### src/core/dpspi_pkg.sv
// package: constants and types for the dual pot serial slave port
package dpspi_pkg;
   // ---------------------------------------------------------------
   // instruction byte layout
   // ---------------------------------------------------------------
   localparam int  INSTR_MSB      = 7;     // instruction field top bit
   localparam int  INSTR_LSB      = 5;     // instruction field low bit
   localparam int  ADDR_MSB       = 4;     // address field top bit
   localparam logic [2:0] OP_READ  = 3'h3; // read instruction code
   localparam logic [2:0] OP_WRITE = 3'h2; // write instruction code
   localparam logic [4:0] ADDR_POT0 = 5'h00; // wiper / initial value 0
   localparam logic [4:0] ADDR_POT1 = 5'h01; // wiper / initial value 1
   localparam logic [4:0] ADDR_ACCESS_CONTROL = 5'h10; // access control register
   localparam logic [4:0] ADDR_RSVD = 5'h0F; // reserved, reads zero
   // ---------------------------------------------------------------
   // access control register fields and reset values
   // ---------------------------------------------------------------
   localparam int  VOL_BIT        = 7;     // 1: volatile wipers only
   localparam int  SHDN_BIT       = 6;     // 0: shutdown
   localparam int  NVW_FLAG_BIT   = 5;     // nv write in progress, read only
   localparam int  SDO_OD_BIT     = 1;     // 1: open drain output
   localparam logic [7:0] ACCESS_CONTROL_RST = 8'h40; // shutdown off, push-pull
   localparam logic [7:0] WIPER_RST = 8'h80; // mid-scale at reset
   localparam logic [7:0] IVR_RST  = 8'h80; // initial value default
   // ---------------------------------------------------------------
   // timing
   // ---------------------------------------------------------------
   localparam int  CLK_HZ         = 20_000_000; // system clock rate
   localparam int  NVW_TIME_MS    = 20;         // longest nv write cycle
   localparam int  NVW_CYCLES     = NVW_TIME_MS * (CLK_HZ / 1000);
   // ---------------------------------------------------------------
   // types
   // ---------------------------------------------------------------
   typedef struct packed {
      logic [7:0] wiper0; // tap select, pot 0
      logic [7:0] wiper1; // tap select, pot 1
      logic       shdn_n; // low: pots in shutdown
   } dpspi_pot_t;
   typedef enum logic [1:0] {ST_IDLE, ST_INSTR, ST_DATA, ST_SKIP} dpspi_state_t;
endpackage

### src/core/dpspi_slave.sv
// serial slave port of a dual 256-tap digital potentiometer
//
// Operation
// - shift read data out on clock fall
// - capture input on clock rise, select low
// - output push-pull or open-drain per control bit1
// - select low means active and selected
// - select high: output pin high impedance
// - standby when deselected unless nv writing
// - value 255 high end, 0 low end
// - tap select driven from wiper register
// - decode opcode, address, data from input
// - nv write self-timed after sequence ends
// - msb first, clock mode 0
// - first byte: 3-bit opcode, 5-bit address
// - writes take effect at select rise
// - refuse wiper access and control writes while nv writing
`timescale 1ns/1ps
module dpspi_slave #(
   parameter int NVW_CYCLES = dpspi_pkg::NVW_CYCLES
) (
   input  wire logic               sys_clk,
   input  wire logic               rst,
   input  wire logic               spi_sck,
   input  wire logic               spi_cs_n,
   input  wire logic               spi_sdi,
   output logic                    spi_sdo_o,
   output logic                    spi_sdo_oe,
   output dpspi_pkg::dpspi_pot_t   pot,
   output logic                    active,
   output logic                    nv_busy
);
   // elaboration check: the nv timer needs at least one cycle
   if (NVW_CYCLES < 1) begin : g_bad_nvw
      $error("NVW_CYCLES must be at least 1");
   end
   // ---------------------------------------------------------------
   // input synchronisers and edge detection
   // ---------------------------------------------------------------
   logic [1:0] sck_s_r;   // clock sync pair
   logic [1:0] cs_s_r;    // select sync pair
   logic [1:0] sdi_s_r;   // data sync pair
   logic       sck_d_r;   // delayed synced clock
   logic       cs_d_r;    // delayed synced select
   // two flops per pin, then one more stage for edges
   always_ff @(posedge sys_clk or posedge rst) begin
      if (rst) begin
         sck_s_r <= 2'h0;
         cs_s_r  <= 2'h3;
         sdi_s_r <= 2'h0;
         sck_d_r <= 1'b0;
         cs_d_r  <= 1'b1;
      end else begin
         sck_s_r <= {sck_s_r[0], spi_sck};
         cs_s_r  <= {cs_s_r[0], spi_cs_n};
         sdi_s_r <= {sdi_s_r[0], spi_sdi};
         sck_d_r <= sck_s_r[1];
         cs_d_r  <= cs_s_r[1];
      end
   end
   logic sck_rise;  // synced clock rising
   logic sck_fall;  // synced clock falling
   logic cs_fall;   // select asserted
   logic cs_rise;   // select released
   logic sel;       // selected level
   assign sck_rise = sck_s_r[1] & ~sck_d_r;
   assign sck_fall = ~sck_s_r[1] & sck_d_r;
   assign cs_fall  = ~cs_s_r[1] & cs_d_r;
   assign cs_rise  = cs_s_r[1] & ~cs_d_r;
   assign sel      = ~cs_s_r[1];
   // ---------------------------------------------------------------
   // arming after reset
   // ---------------------------------------------------------------
   logic armed_r;   // seen a select fall since reset
   always_ff @(posedge sys_clk or posedge rst) begin
      if (rst) armed_r <= 1'b0;
      else if (cs_fall) armed_r <= 1'b1;
   end
   logic live;      // transfer in progress and allowed
   assign live = armed_r & sel;
   // ---------------------------------------------------------------
   // receive shifter and framing
   // ---------------------------------------------------------------
   dpspi_pkg::dpspi_state_t state_r;  // framing state
   logic [2:0] bitcnt_r;   // bits in current byte
   logic [7:0] shin_r;     // input shift register
   logic [2:0] op_r;       // decoded opcode
   logic [4:0] addr_r;     // decoded address
   logic [7:0] wdata_r;    // last complete data byte
   logic       wvalid_r;   // a data byte arrived
   logic [7:0] byte_nxt;   // byte after this bit
   assign byte_nxt = {shin_r[6:0], sdi_s_r[1]};
   // shift on rise, decode at each byte boundary
   always_ff @(posedge sys_clk or posedge rst) begin
      if (rst) begin
         state_r  <= dpspi_pkg::ST_IDLE;
         bitcnt_r <= 3'h0;
         shin_r   <= 8'h00;
         op_r     <= 3'h0;
         addr_r   <= 5'h00;
         wdata_r  <= 8'h00;
         wvalid_r <= 1'b0;
      end else if (!live) begin
         state_r  <= dpspi_pkg::ST_IDLE;
         bitcnt_r <= 3'h0;
         wvalid_r <= wvalid_r & ~cs_rise & sel;
      end else if (cs_fall) begin
         state_r  <= dpspi_pkg::ST_INSTR;
         bitcnt_r <= 3'h0;
         wvalid_r <= 1'b0;
      end else if (sck_rise) begin
         shin_r   <= byte_nxt;
         bitcnt_r <= bitcnt_r + 3'h1;
         if (bitcnt_r == 3'h7) begin
            case (state_r)
               dpspi_pkg::ST_IDLE,
               dpspi_pkg::ST_INSTR: begin
                  op_r    <= byte_nxt[dpspi_pkg::INSTR_MSB:dpspi_pkg::INSTR_LSB];
                  addr_r  <= byte_nxt[dpspi_pkg::ADDR_MSB:0];
                  state_r <= dpspi_pkg::ST_DATA;
               end
               dpspi_pkg::ST_DATA: begin
                  wdata_r  <= byte_nxt;
                  wvalid_r <= 1'b1;
               end
               default: state_r <= dpspi_pkg::ST_SKIP;
            endcase
         end
      end
   end
   // ---------------------------------------------------------------
   // registers: wipers, initial values, access control
   // ---------------------------------------------------------------
   logic [7:0] wiper_r [2];  // wiper position registers
   logic [7:0] ivr_r [2];    // initial value registers
   logic [7:0] access_control_register_r;        // volatile control and status bits
   logic       nonvolatile_write_in_progress_r;  // nv write in progress
   logic [$clog2(NVW_CYCLES+1)-1:0] nvcnt_r;  // nv cycle timer
   logic       do_write;     // commit strobe
   logic       pot_hit;      // address selects a pot
   assign pot_hit  = (addr_r == dpspi_pkg::ADDR_POT0) | (addr_r == dpspi_pkg::ADDR_POT1);
   assign do_write = cs_rise & armed_r & wvalid_r & (op_r == dpspi_pkg::OP_WRITE);
   // commit on select rise; nv writes also start the timer
   always_ff @(posedge sys_clk or posedge rst) begin
      if (rst) begin
         wiper_r[0] <= dpspi_pkg::WIPER_RST;
         wiper_r[1] <= dpspi_pkg::WIPER_RST;
         ivr_r[0]   <= dpspi_pkg::IVR_RST;
         ivr_r[1]   <= dpspi_pkg::IVR_RST;
         access_control_register_r <= dpspi_pkg::ACCESS_CONTROL_RST;
      end else if (do_write && !nonvolatile_write_in_progress_r) begin
         if (addr_r == dpspi_pkg::ADDR_ACCESS_CONTROL) begin
            access_control_register_r <= {wdata_r[7:6], 4'h0, wdata_r[dpspi_pkg::SDO_OD_BIT], 1'b0};
         end else if (pot_hit) begin
            wiper_r[addr_r[0]] <= wdata_r;
            if (!access_control_register_r[dpspi_pkg::VOL_BIT]) ivr_r[addr_r[0]] <= wdata_r;
         end
      end
   end
   // self-timed nv cycle, runs without serial clocking
   always_ff @(posedge sys_clk or posedge rst) begin
      if (rst) begin
         nonvolatile_write_in_progress_r <= 1'b0;
         nvcnt_r                         <= '0;
      end else if (do_write && !nonvolatile_write_in_progress_r && pot_hit &&
                   !access_control_register_r[dpspi_pkg::VOL_BIT]) begin
         nonvolatile_write_in_progress_r <= 1'b1;
         nvcnt_r                         <= ($clog2(NVW_CYCLES+1))'(NVW_CYCLES - 1);
      end else if (nonvolatile_write_in_progress_r) begin
         if (nvcnt_r == '0) nonvolatile_write_in_progress_r <= 1'b0;
         else nvcnt_r <= nvcnt_r - 1'b1;
      end
   end
   // ---------------------------------------------------------------
   // read data selection and output shifter
   // ---------------------------------------------------------------
   function automatic logic [7:0] rd_sel(input logic [4:0] a);
      logic [7:0] v;
      v = 8'h00;
      if (a == dpspi_pkg::ADDR_ACCESS_CONTROL) begin
         // status always readable, so the host can poll the nv flag
         v = access_control_register_r;
         v[dpspi_pkg::NVW_FLAG_BIT] = nonvolatile_write_in_progress_r;
      end else if (a == dpspi_pkg::ADDR_POT0 || a == dpspi_pkg::ADDR_POT1) begin
         if (nonvolatile_write_in_progress_r) v = 8'h00;
         else if (access_control_register_r[dpspi_pkg::VOL_BIT]) v = wiper_r[a[0]];
         else v = ivr_r[a[0]];
      end
      return v;
   endfunction
   logic [7:0] shout_r;   // output shift register
   logic       rd_en_r;   // read data phase active
   // load after instruction, shift on falling clock
   always_ff @(posedge sys_clk or posedge rst) begin
      if (rst) begin
         shout_r <= 8'h00;
         rd_en_r <= 1'b0;
      end else if (!live) begin
         rd_en_r <= 1'b0;
      end else if (sck_fall) begin
         if (state_r == dpspi_pkg::ST_DATA && bitcnt_r == 3'h0 && !rd_en_r &&
             op_r == dpspi_pkg::OP_READ) begin
            shout_r <= rd_sel(addr_r);
            rd_en_r <= 1'b1;
         end else begin
            shout_r <= {shout_r[6:0], 1'b0};
         end
      end
   end
   // ---------------------------------------------------------------
   // pin drive and pot outputs
   // ---------------------------------------------------------------
   logic sdo_bit;   // current output bit
   // idle level 1 keeps an open-drain line released outside read data
   assign sdo_bit = rd_en_r ? shout_r[7] : 1'b1;
   always_comb begin
      if (!live) begin
         spi_sdo_o  = 1'b0;
         spi_sdo_oe = 1'b0;
      end else if (access_control_register_r[dpspi_pkg::SDO_OD_BIT]) begin
         spi_sdo_o  = 1'b0;
         spi_sdo_oe = ~sdo_bit;
      end else begin
         spi_sdo_o  = sdo_bit;
         spi_sdo_oe = 1'b1;
      end
   end
   assign pot.wiper0 = wiper_r[0];
   assign pot.wiper1 = wiper_r[1];
   assign pot.shdn_n = access_control_register_r[dpspi_pkg::SHDN_BIT];
   assign active     = sel | nonvolatile_write_in_progress_r;
   assign nv_busy    = nonvolatile_write_in_progress_r;
endmodule

### config.mk
export PLATFORM = sky130hd
export DESIGN_NAME = dpspi_slave
export DESIGN_NICKNAME = d
export VERILOG_FILES = /design/src/core/dpspi_pkg.sv /design/src/core/dpspi_slave.sv
export SDC_FILE = /design/constraint.sdc
export NUM_CORES = 1
export LEC_CHECK = 0
export ABC_AREA = 1
export BUFFER_PORTS_ARGS = -buffer_cell sky130_fd_sc_hd__buf_2
export CORE_ASPECT_RATIO = 0.9
export CORE_MARGIN = 10
export CORE_UTILIZATION = 40
export DETAILED_ROUTE_END_ITERATION = 10
export GPL_ROUTABILITY_DRIVEN = 0
export SLEW_MARGIN = 20
export SYNTH_ARGS = -nofsm -noshare
export SYNTH_HDL_FRONTEND = slang
export SYNTH_SLANG_ARGS = --single-unit
### constraint.sdc
create_clock -name sys_clk -period 5.6 [get_ports sys_clk]
set_input_delay 0.84 -clock sys_clk [delete_from_list [all_inputs] [get_ports sys_clk]]
set_output_delay 0.84 -clock sys_clk [all_outputs]
set_load 0.02 [all_outputs]
Word level (Yosys, flattened, before mapping) --
Cells that the tools add are included.
Cells by class: reduce and logical (&&, ||, !) cells 28, bitwise operators 22, order comparisons 2, multiplexer cells 42, equality and inequality tests 14, $add $sub $neg 2
Operator list (number):
- 8-bit 2-to-1 mux | 12
- 19-bit 2-to-1 mux | 3
- 16-bit bitwise mux | 2
- 19-bit logical NOT | 1
- 19-bit by 1-bit subtractor with 19-bit output, second input constant | 1
- 1-bit 2-to-1 mux | 16
- 3-bit AND reduction | 4
- 1-bit AND | 10
- 5-bit AND reduction | 2
- 3-bit 2-to-1 mux | 3
- 1-bit NOT | 9
- 8-bit demux with 1-bit select | 1
- 2-bit 2-to-1 mux | 4
- 2-bit AND reduction | 4
- 1-bit logical AND | 7
- 3-bit by 2-bit equality test with 1-bit output, second input constant | 2
- 3-bit by 2-bit != test with 1-bit output, second input constant | 2
- 3-bit != test, second input constant | 2
- 5-bit by 1-bit equality test with 1-bit output, second input constant | 1
- 5-bit equality test, second input constant | 1
- 5-bit logical NOT | 1
- 2-bit != test, second input constant | 2
- 2-bit one-hot mux with 2 select lines | 1
- 4-bit AND reduction | 1
- 15 further kinds | 18
Word-level totals: register bits after elaboration 102, word-level logic and storage cells 132, output and inout port bits 21, bits of input ports 5

Logic depth before layout (Yosys ltp) --
Gate-level depths: netlist (run 1).
depth after elaboration 10, depth in mapped cells 11, depth with buffers taken out 10

Worst setup path after synthesis (run 1) --
OpenSTA, ideal clock, no wires.
path kind reg2out, start register cs_s_r[1], end output port spi_sdo_oe, cell stages (with the launch flop) 4, arrival time 1.090 ns, required time 4.760 ns, path slack 3.670 ns, buffers on the path 0, cells stage by stage dfstp_2 nor2_4 inv_1 o21ai_0
On the way: word-level cells in the longest chain between the ends 3
Ends and longest elaborated chain:
- from (decl) | line dpspi_slave.sv:41 | logic [1:0] cs_s_r;
- from (signal assigned) | line dpspi_slave.sv:55 | cs_s_r <= {cs_s_r[0], spi_cs_n};
- 1-bit NOT | line dpspi_slave.sv:70 | assign sel = ~cs_s_r[1];
- 1-bit AND | line dpspi_slave.sv:80 | assign live = armed_r & sel;
- 1-bit 2-to-1 mux | line dpspi_slave.sv:217 | if (!live) begin
- to (decl) | line dpspi_slave.sv:28 | output logic spi_sdo_oe,
Every way passes these cells.

Worst setup path after layout (run 1) --
start register cs_s_r[1], end register wiper_r, in the netlist pot[11]
On the way: word-level cells in the longest chain between the ends 6
Ends and longest elaborated chain:
- 1-bit AND | line dpspi_slave.sv:69 | assign cs_rise = cs_s_r[1] & ~cs_d_r;
- 1-bit AND (3 in series) | line dpspi_slave.sv:142 | assign do_write = cs_rise & armed_r & wvalid_r & (op_r == dpspi_pkg::OP_WRITE);
- 1-bit logical AND | line dpspi_slave.sv:151 | end else if (do_write && !nonvolatile_write_in_progress_r) begin
- 3-bit AND reduction (no line)
- to (signal, indexed assignment) | line dpspi_slave.sv:155 | wiper_r[addr_r[0]] <= wdata_r;
- to (decl) | line dpspi_slave.sv:134 | logic [7:0] wiper_r [2];
Every way passes these cells. A chain may end at the register's enable or synchronous reset.

==> run_results.csv, run 1 <==
group,metric,value,unit
grt,antenna_found_initial,0,
power,irDropWorstVdd,0.176,mV
sta,final_hold_viol_count,0,
layout,fin_util,0.452,
logic_synthesis,synth-main-ff-cell,"dfrtp_1",
sta,tightest_slew,0.743,ns
logic_synthesis,yosysTopAreaCell,"dfrtp_1",
critical_path,cp-end-kind,"flip-flop",
sta,fin_setup_tns,0,ns
logic_synthesis,synth_fp_nets,625,
floorplan,core_area,12100,µm²
floorplan,pin_count,26,
critical_path,critical_path_required,5.82,ns
floorplan,fp.dieH,126,µm
sta,drv_slew,0,
power,p_leak,2.79,nW
logic_synthesis,synthTopCellsByArea,"dfrtp_1 47%, nand2_1 14%, nand3_1 6.0%",
logic_synthesis,synth-edff-count,0,
logic_synthesis,synthArstFlopShare,1.00,
sta,max_freq,415,MHz
sta,finalSetupViolations,0,
cts,numClockSinks,102,
floorplan,die_w,138,µm
layout,fill_cells,1195,
critical_path,timing_worst_setup_path_type,"flip-flop to flip-flop",
layout,areaGrowthSynthToFinish,9.56,%
logic_synthesis,yosysTopAreaCellShare,0.470,
cts,root_buffer,"clkbuf_16",
layout,multi_input_area,2080,µm²
layout,regArea,2560,µm²
cts,cts_made_buffers,9,
placement,port_buffers,25,
cts,cts_hold_buf,0,
grt,track_usage,0.129,
route,drt-wirelength-per-cell,13.7,µm
sta,post-route-min-period,2.41,ns
logic_synthesis,synth_area_per_cell,8.12,µm²
logic_synthesis,syn_inst,616,
worst_hold_path,hold_path_class,"flip-flop to flip-flop",
critical_path,crit_fanout,15,
logic_synthesis,ys_seq_area_frac,0.513,
grt,globalRoute.totalOverflow,0,
cts,cts_tree,"done",
floorplan,start_util,0.412,
placement,hpwl,7830,µm
grt,grt_max_degree,55,
route,wl,10900,µm
sta,slew_headroom,0.503,
grt,grt_pass1_wl,18300,µm
layout,diodes,0,
route,drt_pass1_iterations,4,
sta,final.period_utilization,0.431,
critical_path,start_kind,"flip-flop",
power,pwr_density_cell,255,nW/µm²
cts,htreeDepth,3,
status,outcome,"finished clean",
logic_synthesis,ys_ff_latch,102,
cts,clk_pin_slew,0.06,ns
cts,post_cts_buffers,0,
cts,cts.path.max_buffers,2,
layout,drive_above_1_share,0.132,
route,drcViolationCount,0,
logic_synthesis,yosysWarnings,0,
layout,layout.nets,642,
route,routed_via_density,4.91,
logic_synthesis,synth_area,5000,µm²
route,drtIter0Drc,354,
floorplan,dieArea,17400,µm²
layout,layout_common_cells,"185 x nand2_1, 94 x dfrtp_1, 62 x nor2_1",
grt,grt_pass1_vias,3684,
critical_path,critPathArrivalTime,2.63,ns
route,vias,3917,
layout,layout_commonest_cell,"nand2_1",
sta,rsz0062_at_grt,"no",
cts,clock_latency,0.34,ns
run,drv_cap,0,
floorplan,rows,38,
logic_synthesis,synth.distinct_cells,37,
sta,finClkSkew,0.00550,ns
cts,cts_resized,0,
route,antenna_left,0,
[synthesized netlist by cell type (2+ instances only)]
library cell,n
buf_2,7
xor2_1,3
o21bai_1,2
o21ai_0,49
nand2_1,185
clkinv_1,2
nand4_1,4
inv_1,61
o211ai_1,4
dfstp_2,8
ha_1,4
nand3_4,2
nor3_1,3
o21ai_1,9
o21ai_2,16
nand2_2,5
xnor2_1,3
a21oi_1,3
nor2_1,62
nand3_1,60
clkbuf_1,6
buf_4,3
a22o_1,2
dfrtp_1,94
nor2_2,3
buf_6,3
nand2_4,2
nor2_4,2
[critical path, cell delays in order, from the launching register on]
cell and delay (ns):
dfstp_2 0.58, nand2_1 0.11, nor2_1 0.11, nand2_1 0.14, inv_1 0.10, nand2_1 0.08, nor2_1 0.51, inv_1 0.42
nand2_1 0.15, o21ai_1 0.08
[path summary, 6_finish.rpt]
path / from / to / slack, ns / depth (start not counted)
max in group asynchronous: rst / ivr_r[2] / 3.93 / 3
min: sdi_s_r[0] / sdi_s_r[1] / 0.35 / 0
max reg2reg: cs_s_r[1] / pot[11] / 3.19 / 9
min reg2reg: sdi_s_r[0] / sdi_s_r[1] / 0.35 / 0
min in group asynchronous: rst / bitcnt_r[0] / 0.57 / 2
max: cs_s_r[1] / pot[11] / 3.19 / 9
[flip-flops by register name (all words and copies together), names as in the netlist]
register and cells:
pot 16, nv_busy 1, addr_r 5, cs_d_r 1, state_r 2, ivr_r 16, bitcnt_r 3, shout_r 8
rd_en_r 1, nvcnt_r 19, sck_s_r 2, shin_r 7, cs_s_r 2, sck_d_r 1, wvalid_r 1, op_r 3
access_control_register_r 3, sdi_s_r 2, wdata_r 8, armed_r 1
[cell families (layout without fill, tap and decap cells)]
| kind of cell | after synthesis | after routing | synth area share |
|---|---|---|---|
| AND/OR/NAND/NOR | 332 | 332 | 0.288 |
| flip-flops | 102 | 102 | 0.513 |
| AO/OA/AOI/OAI | 88 | 88 | 0.108 |
| buffers and inverters | 84 | 106 | 0.0716 |
| XOR/XNOR | 6 | 6 | 0.0105 |
| adder cells (fa/ha/maj) | 4 | 4 | 0.0100 |
[stage by stage]
| step | hold WS [ns] | setup WS [ns] | cells | area [µm²] | total power, mW |
|---|---|---|---|---|---|
| floorplan | 0.331 | 2.10 | 616 | 5000 | 0.834 |
| global placement | 0.333 | 3.30 | 782 | 5220 | 0.852 |
| detailed placement | 0.335 | 3.24 | 782 | 5220 | 0.854 |
| CTS | 0.349 | 3.22 | 798 | 5480 | 1.42 |
| global route | 0.349 | 2.98 | 798 | 5480 | 1.46 |
| finish | 0.348 | 3.19 | 798 | 5480 | 1.40 |
[report_power, final]
part	internal (mW)	switching [mW]
clock network	0.298	0.259
registers	0.762	0.0111
logic	0.0177	0.0474
total	1.08	0.317
[cell type report]
cell class / instances / share of cell area
clock buffer: 11 / 0.0425
clock inverter: 5 / 0.00503
inverter: 64 / 0.0443
multi-input combinational: 430 / 0.380
sequential: 102 / 0.468
tap: 160 / 0.0365
timing repair buffer: 26 / 0.0242
[per-layer routing]
layer / vias up / GRT usage / share of wire
li1: 2002 / - / -
met1: 1838 / 0.185 / 0.49
met2: 63 / 0.186 / 0.44
met3: 14 / 0.0330 / 0.054
met4: 0 / 0.0343 / 0.014
met5: - / 0 / 0
Note: power is estimated with default switching activity, not from simulation.
==> run 2: changes to the inputs <==
Settings changed: ABC_AREA 1 to 0.
Clock period 5.6 ns to 2.27 ns, I/O delays scaled along.
==> run 2 against run 1 <==
Effect of this change: cell count down 30%; fmax increased by 13%; design area is 1.7% lower; clock-buffer cell count decreased by 2; core utilization up 2.3 points; sequential power is 150% higher; first-iteration DRC count shrank 53%; critical endpoint is now nvcnt_r[17]; setup slack got worse by 3.0 ns; register-to-register slack worse by 3.0 ns; clock power rose to 2.7 times the previous value; sequential share of layout area up 0.80 points; largest cell class unchanged; largest power group unchanged; flip-flop and latch count unchanged.
==> run_results.csv, run 2 <==
group,metric,value,unit
status,outcome,"finished clean",
placement,hpwl,6790,µm
logic_synthesis,synth_fp_nets,359,
layout,areaGrowthSynthToFinish,17.1,%
logic_synthesis,yosysTopAreaCellShare,0.511,
grt,track_usage,0.122,
layout,regArea,2560,µm²
power,pwr_density_cell,664,nW/µm²
route,drt_pass1_iterations,4,
route,drt-wirelength-per-cell,17.0,µm
placement,dp_slack,0.0942,ns
critical_path,cp-endpoint,"nvcnt_r[17]",
floorplan,core_area,11300,µm²
layout,layout.nets,409,
grt,grt_max_degree,103,
critical_path,r2r-start,"nvcnt_r[5]",
critical_path,critical_path_required,2.49,ns
logic_synthesis,yosysWarnings,0,
sta,slew_headroom,0.441,
sta,final_hold_viol_count,0,
power,p_leak,2.56,nW
layout,top_register,"nvcnt_r",
layout,layout_commonest_cell,"dfrtp_1",
route,antenna_left,0,
cts,htreeDepth,3,
sta,fin_setup_tns,0,ns
critical_path,timing_worst_setup_path_type,"flip-flop to flip-flop",
floorplan,dieArea,16200,µm²
logic_synthesis,synth.most_common_cell,"dfrtp_1",
layout,layout_common_cells,"94 x dfrtp_1, 59 x mux2_2, 25 x buf_2",
cts,numClockSinks,102,
power,irDropWorstVdd,0.488,mV
critical_path,r2r_slack,0.14,ns
sta,final.period_utilization,0.937,
logic_synthesis,synth_area_per_cell,13.1,µm²
logic_synthesis,synthArstFlopShare,1.00,
route,wl,9560,µm
floorplan,fp.dieH,122,µm
layout,drive_above_1_share,0.388,
sta,tightest_slew,0.837,ns
worst_hold_path,hold_path_class,"input pin to flip-flop",
floorplan,start_util,0.406,
logic_synthesis,synth_area,4600,µm²
critical_path,cp-end-kind,"flip-flop",
logic_synthesis,synth.distinct_cells,54,
route,drtIter0Drc,168,
floorplan,die_w,133,µm
layout,multi_input_area,1960,µm²
cts,cts_made_buffers,9,
layout,largest_reg_flops,19,
logic_synthesis,synthTopCellsByArea,"dfrtp_1 51%, mux2_2 14%, dfstp_2 4.6%",
cts,root_buffer,"clkbuf_16",
cts,cts_tree,"done",
critical_path,start_kind,"flip-flop",
route,vias,2958,
logic_synthesis,synth-edff-count,0,
layout,diodes,0,
logic_synthesis,synth-main-ff-cell,"dfrtp_1",
route,routed_via_density,5.27,
run,drv_cap,0,
sta,setup_ws,0.144,ns
power,total_power,3.57,mW
floorplan,pin_count,26,
sta,max_freq,470,MHz
sta,post-route-min-period,2.13,ns
logic_synthesis,yosysTopAreaCell,"dfrtp_1",
critical_path,crit_fanout,7,
grt,grt_pass1_wl,16100,µm
sta,finalSetupViolations,0,
placement,port_buffers,25,
sta,finClkSkew,0.00874,ns
logic_synthesis,syn_inst,350,
critical_path,cp-startpoint,"nvcnt_r[5]",
cts,cts.path.max_buffers,2,
floorplan,rows,37,
grt,grt_pass1_vias,3012,
sta,drv_slew,0,
cts,clk_pin_slew,0.07,ns
route,drcViolationCount,0,
grt,antenna_found_initial,0,
critical_path,reg2regPathDepth,5,
logic_synthesis,ys_ff_latch,102,
logic_synthesis,ys_seq_area_frac,0.557,
critical_path,critPathArrivalTime,2.35,ns
critical_path,rr_endpoint,"nvcnt_r[17]",
logic_synthesis,netlist_top_cells_count,"94 x dfrtp_1, 59 x mux2_2, 21 x nor2_1",
cts,clock_latency,0.34,ns
layout,fill_cells,1040,
grt,globalRoute.totalOverflow,0,
-- run 2: cell count changes after synthesis, sizes merged, moves of 44 or more --
cell   delta
nand3    -57
o21ai    -61
nand2   -172
nor2     -44
inv      -54
mux2     +59
-- run 2: worst min path at each step --
stage | slack, ns | cells after the start | startpoint | endpoint
final | 0.09 | 1 | spi_cs_n | cs_s_r[0]
after global routing | 0.08 | 1 | spi_cs_n | cs_s_r[0]
after CTS | 0.08 | 1 | spi_cs_n | cs_s_r[0]
after detailed placement | 0.35 | 0 | sck_s_r[0] | sck_s_r[1]
after global placement | 0.34 | 0 | sdi_s_r[0] | sdi_s_r[1]
after floorplan | 0.33 | 0 | sck_s_r[0] | sck_s_r[1]
-- run 2: repair_timing --
| action | 4_1_cts | 5_1_grt |
|---|---|---|
| resized for setup | 0 | 1 |
| hold buffers | 0 | 0 |
| setup buffers | 0 | 1 |
| setup endpoints to repair | 0 | 4 |
-- run 2: logic make-up (layout without fill, tap and decap cells) --
kind of cell             after synthesis  count (layout)  synth area share
flip-flops                           102             102             0.557
AND/OR/NAND/NOR                      101             101             0.148
multiplexers                          69              69             0.185
AO/OA/AOI/OAI                         48              48            0.0664
buffers and inverters                 18              73            0.0171
XOR/XNOR                               8               8            0.0152
adder cells (fa/ha/maj)                4               4            0.0109
-- run 2: where the power goes --
group / switching (mW) / internal (mW)
Clock: 0.732 / 0.781
Sequential: 0.0498 / 1.88
Combinational: 0.0756 / 0.0538
-- run 2: per-layer routing --
layer | global-route usage | routed length [µm] | vias up
met5 | 0 | 0 | -
met4 | 0.0412 | 112 | 0
met3 | 0.0193 | 365 | 8
met2 | 0.183 | 4370 | 48
met1 | 0.177 | 4720 | 1521
li1 | - | - | 1381
-- run 2: cell type report --
class | count | area share
tap | 156 | 0.0362
timing repair buffer | 49 | 0.0613
clock buffer | 9 | 0.0418
clock inverter | 7 | 0.0137
sequential | 102 | 0.476
inverter | 8 | 0.00627
multi-input combinational | 230 | 0.365
-- run 2: critical path: stages, from the launching register on --
cell and delay [ns]:
dfrtp_1 0.44, nor4_4 0.41, nor4b_4 0.39, nand4_4 0.20
o31a_1 0.27, or3_1 0.30
-- run 2: metrics by stage --
step / hold WS, ns / instances / utilization / area (µm²)
final: 0.0950 / 561 / 0.475 / 5390
after global routing: 0.0844 / 561 / 0.475 / 5390
after CTS: 0.0841 / 560 / 0.474 / 5370
after detailed placement: 0.349 / 544 / 0.447 / 5070
after global placement: 0.337 / 544 / 0.447 / 5070
after floorplan: 0.331 / 350 / - / 4600
